**src/pmsr_pkg.sv**
```systemverilog
// pmsr_pkg: register map, field positions and reset values of the
// medium attachment status register subset.
// assumes: 16-bit management data and register address, 5-bit device address,
// delivered by the management access logic of the device core.
package pmsr_pkg;

    localparam logic [4:0]  PMSR_DEV_ADDR      = 5'h01;
    localparam logic [15:0] PMSR_CTRL2_ADDR    = 16'h0007;
    localparam logic [15:0] PMSR_STAT2_ADDR    = 16'h0008;
    localparam logic [15:0] PMSR_TXDIS_ADDR    = 16'h0009;
    localparam logic [15:0] PMSR_EXTAB_ADDR    = 16'h000B;

    // second status register fields
    localparam int          PMSR_PRESENT_LSB   = 14;
    localparam logic [1:0]  PMSR_PRESENT_CODE  = 2'h2;
    localparam int          PMSR_EXT_ABLE_BIT  = 9;
    localparam int          PMSR_TXGATE_BIT    = 8;
    localparam int          PMSR_LOOPBACK_BIT  = 0;
    localparam logic [15:0] PMSR_STAT2_RESET   = 16'h8301;

    // transmit-disable register
    localparam int          PMSR_TXOFF_BIT     = 0;
    localparam logic        PMSR_TXOFF_RESET   = 1'b0;

    // extended abilities register
    localparam int          PMSR_BT1_ABLE_BIT  = 11;
    localparam logic [15:0] PMSR_EXTAB_RESET   = 16'h0800;

    // medium type selection field
    localparam int          PMSR_TYPE_W        = 7;
    localparam logic [6:0]  PMSR_TYPE_RESET    = 7'h3D;

    // source of the medium type applied to the link
    typedef enum logic [1:0] {
        PMSR_LINK_AUTONEG = 2'b00,
        PMSR_LINK_FORCED  = 2'b01
    } pmsr_link_mode_t;

endpackage : pmsr_pkg

```
**src/pmsr_regs.sv**
```systemverilog
// pmsr_regs: medium attachment status, transmit-disable, extended ability
// and medium type selection registers of management device 0x01.
// assumes: the management access logic gives a one-cycle write strobe and
// a read select with address; read data is registered, valid next cycle.
// the medium type selection field is kept at register 0x0007 of this bank.
`timescale 1ns/1ps

module pmsr_regs
    import pmsr_pkg::*;
(
    // clock and reset
    input  wire logic        clock,
    input  wire logic        rst_n,
    // management access
    input  wire logic [4:0]  mgmt_dev_addr,
    input  wire logic [15:0] mgmt_reg_addr,
    input  wire logic        mgmt_wr,
    input  wire logic        mgmt_rd,
    input  wire logic [15:0] mgmt_wdata,
    output logic [15:0]      mgmt_rdata,
    output logic             mgmt_ack,
    // link configuration from the core
    input  wire logic        autoneg_enable,
    input  wire logic        forced_link_enable,
    input  wire logic [6:0]  autoneg_type,
    // transmit path
    input  wire logic        tx_data_in,
    output logic             tx_line_out,
    output logic             transmit_output_off,
    output logic [6:0]       active_medium_type
);

    ////////////////////////////////////////////////////////////////////////
    // decode
    // a foreign device address selects nothing, so such accesses fall
    // through to a zero read and a dropped write
    wire dev_hit   = (mgmt_dev_addr == PMSR_DEV_ADDR);
    wire sel_ctrl2 = dev_hit && (mgmt_reg_addr == PMSR_CTRL2_ADDR);
    wire sel_stat2 = dev_hit && (mgmt_reg_addr == PMSR_STAT2_ADDR);
    wire sel_txdis = dev_hit && (mgmt_reg_addr == PMSR_TXDIS_ADDR);
    wire sel_extab = dev_hit && (mgmt_reg_addr == PMSR_EXTAB_ADDR);

    ////////////////////////////////////////////////////////////////////////
    // writable state
    logic       txoff_q;
    logic [6:0] type_sel_q;
    logic [15:0] rdata_q;
    logic        ack_q;

    // only the documented writable bits store; the rest are dropped
    // the type field is kept while autoneg owns the link, so a later
    // switch to forced mode picks it up at once
    always_ff @(posedge clock) begin
        if (!rst_n) begin
            txoff_q    <= PMSR_TXOFF_RESET;
            type_sel_q <= PMSR_TYPE_RESET;
        end else if (mgmt_wr) begin
            if (sel_txdis)
                txoff_q <= mgmt_wdata[PMSR_TXOFF_BIT];
            if (sel_ctrl2)
                type_sel_q <= mgmt_wdata[PMSR_TYPE_W-1:0];
        end
    end

    ////////////////////////////////////////////////////////////////////////
    // constant words
    logic [15:0] stat2_word;
    logic [15:0] extab_word;

    // second status: presence code 10, extended ability, transmit gate and
    // loopback bits set, reserved bits zero; a constant, so no write can
    // ever clear an ability bit
    pmsr_ro_word #(.VALUE(PMSR_STAT2_RESET)) u_stat2 (
        .sel   (sel_stat2),
        .rdata (stat2_word)
    );

    pmsr_ro_word #(.VALUE(PMSR_EXTAB_RESET)) u_extab (
        .sel   (sel_extab),
        .rdata (extab_word)
    );

    // read mux; unmapped addresses return zero
    // or-combining is safe because at most one select is high at a time
    wire [15:0] txdis_word = sel_txdis ? {15'h0000, txoff_q} : 16'h0000;
    wire [15:0] ctrl2_word = sel_ctrl2 ? {9'h000, type_sel_q} : 16'h0000;
    wire [15:0] rd_mux     = stat2_word | extab_word | txdis_word | ctrl2_word;

    // registered read data, one cycle after the select
    // ack answers writes too, so software can pace either kind of access
    always_ff @(posedge clock) begin
        if (!rst_n) begin
            rdata_q <= 16'h0000;
            ack_q   <= 1'b0;
        end else begin
            ack_q   <= mgmt_rd | mgmt_wr;
            if (mgmt_rd)
                rdata_q <= rd_mux;
        end
    end

    assign mgmt_rdata = rdata_q;
    assign mgmt_ack   = ack_q;

    ////////////////////////////////////////////////////////////////////////
    // transmit gate and medium type
    // gating is combinational so a disable takes effect without a lag
    // limitation: the gate only holds the line low; the core keeps sending
    assign transmit_output_off = txoff_q;
    assign tx_line_out         = tx_data_in & ~txoff_q;

    // forced selection only when autoneg is off and forcing is on
    pmsr_link_mode_t link_mode;
    assign link_mode = (!autoneg_enable && forced_link_enable) ?
                       PMSR_LINK_FORCED : PMSR_LINK_AUTONEG;
    assign active_medium_type = (link_mode == PMSR_LINK_FORCED) ?
                                type_sel_q : autoneg_type;
endmodule : pmsr_regs

```
**src/pmsr_ro_word.sv**
```systemverilog
// pmsr_ro_word: one constant read-only register word.
// assumes: selected by the bank decode; writes are discarded in the bank and never reach this word.
`timescale 1ns/1ps
module pmsr_ro_word
    import pmsr_pkg::*;
#(
    parameter logic [15:0] VALUE = 16'h0000
) (
    // select
    input  wire logic        sel,
    // read data, zero when not selected
    output logic [15:0]      rdata
);

    // constant value; no storage, writes cannot disturb it
    assign rdata = sel ? VALUE : 16'h0000;

endmodule : pmsr_ro_word
```
**config.mk**
```make
export PLATFORM = sky130hd
export DESIGN_NAME = pmsr_regs
export DESIGN_NICKNAME = d
export VERILOG_FILES = /design/src/pmsr_pkg.sv /design/src/pmsr_regs.sv /design/src/pmsr_ro_word.sv
export SDC_FILE = /design/constraint.sdc
export NUM_CORES = 1
export LEC_CHECK = 0
export ABC_AREA = 1
export CELL_PAD_IN_SITES_DETAIL_PLACEMENT = 0
export CELL_PAD_IN_SITES_GLOBAL_PLACEMENT = 1
export CORE_ASPECT_RATIO = 1.4
export CORE_UTILIZATION = 35
export CTS_CLUSTER_DIAMETER = 80
export DETAILED_ROUTE_END_ITERATION = 16
export DONT_BUFFER_PORTS = 1
export PLACE_DENSITY = 0.66
export SYNTH_ARGS = -nofsm -noshare
export SYNTH_HDL_FRONTEND = slang
export SYNTH_HIERARCHICAL = 1
export SYNTH_SLANG_ARGS = --single-unit
```
**constraint.sdc**
```tcl
create_clock -name clock -period 2.9 [get_ports clock]
set_clock_uncertainty 0.05 [all_clocks]
set_input_delay 0.29 -clock clock [delete_from_list [all_inputs] [get_ports clock]]
set_output_delay 0.29 -clock clock [all_outputs]
set_load 0.05 [all_outputs]
```
==> metrics.md, run 1 <==
| Metric | Value |
|---|---|
| Outcome | `complete, no violations` |
| Yosys reg bits | `25` |
| Detailed placement HPWL | `2.213 mm` |
| Number of fill cells in the layout | `484` |
| Die X | `58.86 um` |
| Post-Syn Instances | `roughly 210` |
| Global route overflow | `0` |
| Post-CTS Hold Fix Bufs | `0` |
| CP delay by family, top | `simple AND/OR/NAND/NOR gates` |
| Layout cells sized above 1 | `between 15 and 20%` |
| Vias per inst | `between 4 and 5` |
| Worst-path fanout max | `4` |
| Critical Path Start Type | `flip-flop` |
| Utilization after layout | `about 36%` |
| Cell Area, Placed | `1498 um2` |
| Max-cap violations | `0` |
| GRT Total Usage | `between 10% and 20%` |
| Worst-Margin Slew | `roughly 0.9 ns` |
| Final min period | `1.877 ns` |
| Worst-path cell chain | `nor2_1` |
| Area of the multi-input gates | `825.8 um2` |
| RSZ-0062 raised after global routing | `false` |
| Clock Latency Late Sink | `0.26 ns` |
| DRT Pass-1 Iters | `3` |
| First-pass GRT wire length | `4.885 mm` |
| Final setup viols | `0` |
| Vias in the first global route | `1054` |
| Combinational family with the most area after synthesis | `simple AND/OR/NAND/NOR gates` |
| Post-CTS Resized | `0` |
| Mapped Avg Cell Area | `7.437 um2` |
| Hold Path Class | `in2reg` |
| Initial antenna violation count | `0` |
| Critical path class | `reg2out` |
| Synth Area in Compound Gates | `7.267%` |
| Hold Violations, Final | `0` |
| PwrDens | `471.6 nW/um2` |
| CTS tree | `done` |
| Setup_tns | `0 ns` |
| Slowest cell on the critical path | `nor2_1` |
| F_max | `0.5329 GHz` |
| Syn-to-layout area delta | `-2.528%` |
| Final instance area | `1544 um2` |
| Distinct cells, synth | `23` |
| Core area | `4274 um2` |
| First DRT Iteration DRCs | `20` |
| Total number of vias | `1122` |
| Register area | `500.5 um2` |
| Synth Area in Adders | `0%` |
| Max-slew headroom | `41.07%` |
| Worst VDD drop | `0.1895 mV` |
| Period utilization | `64.71%` |
| Slew Limit Fails | `0` |
| Nets | `258` |
| CTS buffer count | `3` |
| Port bufs | `0` |
| Clock buffer depth | `2` |
| Antenna Nets Post-Route | `0` |
| # Post-CTS Setup Buffers | `0` |
| N_diodes | `0` |
| Leakage | `0.0007464 uW` |
| CP endpoint kind | `output pin` |
| Yosys warns | `6` |
| # clock sinks | `25` |
| Wire per inst | `11.22 um` |
| Largest net degree at the start of global routing | `25` |
| Die Area | `between 4000 and 5000 um2` |
| WL final | `2.985 mm` |
| Crit path DAT | `between 1.5 and 2 ns` |
| # DRC | `0` |
| GPL Wtd Cong | `roughly 0.67` |
| Post-synthesis mux area share | `4.976%` |
| Htree depth | `1` |
| Simple-Gate Fraction of Synth Area | `33.49%` |
| Area of the mapped netlist | `1584 um2` |
| Initial core utilization | `between 30% and 40%` |
| Most frequent cells in the layout | `27 x conb_1, 25 x nand2_1, 25 x dfxtp_1` |
| Tot Pwr | `728.1 uW` |
| XOR/XNOR Fraction of Synth Area | `0%` |
| WP data required | `2.56 ns` |
| CTS root buf | `clkbuf_8` |
| Chip height | `81.60 um` |
| Sequential area share after synthesis | `31.60%` |
| Clock transition at the registers of the reported paths | `0.10 ns` |
| Most common cell after layout, fill and taps aside | `conb_1` |
| Crit path buffers/inverters | `0` |
| I/O pin total | `77` |
| Num rows | `28` |
| Crit-path max cell delay | `approximately 0.76 ns` |
## where the power goes
group / internal [uW] / switching, uW
sequential: 360 / 70.2
combinational: 27.6 / 58.9
clock: 96.1 / 115
## flip-flops by register name, summed over array words and instances (netlist names)
register / cells
mgmt_rdata: 16
type_sel_q: 7
mgmt_ack: 1
transmit_output_off: 1
## Yosys cell counts
cell type | number | area (um2)
nand2_2 | 3 | 18.77
nor4_1 | 1 | 6.260
nor2_8 | 2 | 40.04
nor2_1 | 22 | 82.58
nand3_2 | 1 | 10.01
nor2_2 | 5 | 31.28
nor3_1 | 17 | 85.08
nand3_4 | 1 | 17.52
a21oi_1 | 8 | 40.04
mux2_2 | 7 | 78.83
nor2_4 | 3 | 33.78
inv_2 | 3 | 11.26
clkbuf_1 | 4 | 15.01
inv_1 | 18 | 67.56
buf_4 | 32 | 240.2
nand3_1 | 14 | 70.07
nand2_4 | 3 | 33.78
dfxtp_1 | 25 | 500.5
conb_1 | 2 | 7.510
bufinv_8 | 1 | 17.52
nand3b_1 | 1 | 7.510
o21ai_0 | 15 | 75.07
nand2_1 | 25 | 93.84
## metal layers
| layer | GRT usage (%) | part of all wire (%) | vias up |
|---|---|---|---|
| met3 | 2.677 | 5.9 | 2 |
| li1 | - | - | 611 |
| met4 | 4.286 | 0.84 | 0 |
| met2 | 23.30 | 49 | 38 |
| met5 | 0 | 0 | - |
| met1 | 15.74 | 44 | 471 |
## cell type report
| cell class | instances | area share, % |
|---|---|---|
| inverter | 22 | 6.240 |
| sequential | 25 | 32.41 |
| multi-input combinational | 155 | 53.48 |
| clock inverter | 1 | 0.3241 |
| tap | 60 | 4.862 |
| clock buffer | 3 | 2.674 |
## worst paths after layout
| path | slack, ns | endpoint | cells past startpoint | start |
|---|---|---|---|---|
| hold reg to reg | 0.43 | mgmt_rdata[2]$_SDFFE_PN0P_ | 2 | type_sel_q[2]$_SDFFE_PN1P_ |
| setup / recovery | 1.02 | tx_line_out | 1 | transmit_output_off$_SDFFE_PN0P_ |
| hold / removal | 0.05 | type_sel_q[4]$_SDFFE_PN1P_ | 1 | rst_n |
| setup reg to reg | 1.77 | mgmt_rdata[0]$_SDFFE_PN0P_ | 4 | transmit_output_off$_SDFFE_PN0P_ |
## logic make-up after synthesis
| logic type | Yosys count |
|---|---|
| flops | 25 |
| other cells | 2 |
| simple gates | 98 |
| mux | 7 |
| buf+inv | 58 |
| compound gates | 23 |
## stage by stage
stage	hold WS (ns)	setup slack (ns)	std cells
floorplan	0.3532	1.313	238
global placement	0.3277	1.128	262
detailed placement	0.3308	1.103	262
finish	0.05249	1.023	266
global route	0.04494	0.9914	266
CTS	0.03939	1.005	266
Note: power is estimated with default switching activity, not from simulation.
==> inputs of run 2 (changes only) <==
- clock period: 2.9 -> 1.85 ns (I/O delays scaled with it)
==> run 2 against run 1 <==
Against the previous run:
- critical path depth up 2
- sequential share of layout area down 2.2 points
- via count up 5.9%
- register-to-register slack worse by 1.1 ns
- cell count up 4.5%
- combinational power up 90%
- utilization up 2.6 points
- non-clock buffer count up 12
- wire length up 4.9%
- worst hold slack worse by 0.046 ns
- first-iteration DRC count up 150%
==> metrics.md, run 2 (synthesis gave the netlist of run 1 again) <==
| Metric | Value |
|---|---|
| Clock transition at the registers of the reported paths | `about 0.090 ns` |
| Htree depth | `1` |
| CTS tree | `done` |
| R2R setup slack | `0.66 ns` |
| Crit path DAT | `1.84 ns` |
| Reg2Reg Depth | `3` |
| Hold Path Class | `in2reg` |
| Nets | `270` |
| Syn-to-layout area delta | `4.424%` |
| Chip height | `just over 80 um` |
| Core area | `4274 um2` |
| I/O pin total | `between 70 and 80` |
| Initial core utilization | `37.06%` |
| # clock sinks | `25` |
| Worst Hold End | `mgmt_rdata[14]$_SDFFE_PN0P_` |
| Die X | `58.86 um` |
| Global route overflow | `0` |
| Setup_tns | `0 ns` |
| Worst flop-to-flop path endpoint | `type_sel_q[4]$_SDFFE_PN1P_` |
| Max-cap violations | `0` |
| First-pass GRT wire length | `5.106 mm` |
| DRT Pass-1 Iters | `4` |
| Period utilization | `93.45%` |
| Leakage | `0.0007979 uW` |
| Wire per inst | `11.26 um` |
| Critical path class | `in2reg` |
| Die Area | `approximately 4800 um2` |
| Clock buffer depth | `2` |
| RSZ-0062 raised after global routing | `false` |
| Port bufs | `0` |
| Largest net degree at the start of global routing | `18` |
| CTS buffer count | `3` |
| Final hold slack | `0.006126 ns` |
| Final instance area | `between 1500 and 2000 um2` |
| WL final | `3.131 mm` |
| Detailed placement HPWL | `2.225 mm` |
| Worst Hold Launch | `rst_n` |
| Vias per inst | `4.273` |
| Final setup viols | `0` |
| Reg2reg start | `type_sel_q[4]$_SDFFE_PN1P_` |
| Final min period | `~1.7 ns` |
| Most frequent cells in the layout | `27 x conb_1, 25 x nand2_1, 25 x dfxtp_1` |
| Num rows | `28` |
| # DRC | `0` |
| Layout cells sized above 1 | `around 17%` |
| GPL Wtd Cong | `0.6741` |
| Outcome | `complete, no violations` |
| Worst-path fanout max | `16` |
| Hold Violations, Final | `0` |
| PwrDens | `699.0 nW/um2` |
| Clock Latency Late Sink | `between 0.2 and 0.3 ns` |
| Total number of vias | `1188` |
| Slew Limit Fails | `0` |
| Worst VDD drop | `0.3062 mV` |
| Post-CTS Resized | `0` |
| Cell Area, Placed | `1528 um2` |
| N_diodes | `0` |
| Utilization after layout | `between 30% and 40%` |
| CP endpoint kind | `flip-flop` |
| Critical Path Start Type | `primary input` |
| Most common cell after layout, fill and taps aside | `conb_1` |
| Antenna Nets Post-Route | `0` |
| GRT Total Usage | `around 14%` |
| First DRT Iteration DRCs | `49` |
| Worst Hold Depth | `2` |
| Max reg flops | `16` |
| Worst-Margin Slew | `about 0.64 ns` |
| Initial antenna violation count | `0` |
| Max-slew headroom | `57.52%` |
| Vias in the first global route | `~1200` |
| CTS root buf | `clkbuf_8` |
| WP data required | `1.96 ns` |
| F_max | `0.5784 GHz` |
-- run 2: how the worst max path moves through the flow --
stage,startpoint,to,slack [ns],depth (start not counted)
floorplan,mgmt_reg_addr[7],mgmt_rdata[0]$_SDFFE_PN0P_,0.37,10
global placement,mgmt_reg_addr[7],mgmt_rdata[0]$_SDFFE_PN0P_,0.49,10
detailed placement,mgmt_reg_addr[7],mgmt_rdata[0]$_SDFFE_PN0P_,0.47,10
CTS,rst_n,type_sel_q[4]$_SDFFE_PN1P_,0.13,3
global route,rst_n,type_sel_q[4]$_SDFFE_PN1P_,0.03,3
finish,rst_n,type_sel_q[4]$_SDFFE_PN1P_,0.12,3
-- run 2: per-layer routing --
| layer | share of wire (%) | GRT usage, % | wire length (um) | vias up |
|---|---|---|---|---|
| met1 | 42 | 14.87 | 1316 | 512 |
| met4 | 1.2 | 4.286 | 37 | 0 |
| met2 | 51 | 26.70 | 1599 | 42 |
| met5 | 0 | 0 | 0 | - |
| li1 | - | - | - | 630 |
| met3 | 5.7 | 2.677 | 177 | 4 |
-- run 2: metrics by stage --
| step | power, uW | std cells | setup slack (ns) |
|---|---|---|---|
| final | 1156 | 278 | 0.1212 |
| after global routing | 1226 | 278 | 0.02948 |
| after CTS | 1166 | 277 | 0.1256 |
| after detailed placement | 828.7 | 266 | 0.4711 |
| after global placement | 827.8 | 266 | 0.4899 |
| after floorplan | 857.4 | 238 | 0.3676 |
-- run 2: where the power goes --
part	internal [uW]	switching [uW]	total [uW]	leakage [uW]
clock	150	173	323	0.0000255
combinational	56.2	108	164	0.000566
sequential	565	104	669	0.000207
-- run 2: layout make-up --
type | instances | area (um2)
Multi-Input combinational cell | 155 | 825.8
Fill cell | 490 | 2620
Clock buffer | 3 | 41.29
Tap cell | 60 | 75.07
Timing Repair Buffer | 12 | 110.1
Sequential cell | 25 | 500.5
Clock inverter | 1 | 5.005
Inverter | 22 | 96.34
-- run 2: worst max-delay path, stage by stage --
cell and delay, ns:
dlygate4sd3_1 0.94, nand3_1 0.14, dlygate4sd3_1 0.57
-- run 2: what timing repair did --
action | 4_1_cts | 5_1_grt
setup buffers | 0 | 0
endpoints found under the hold margin | 16 | 2
hold buffers | 7 | 1
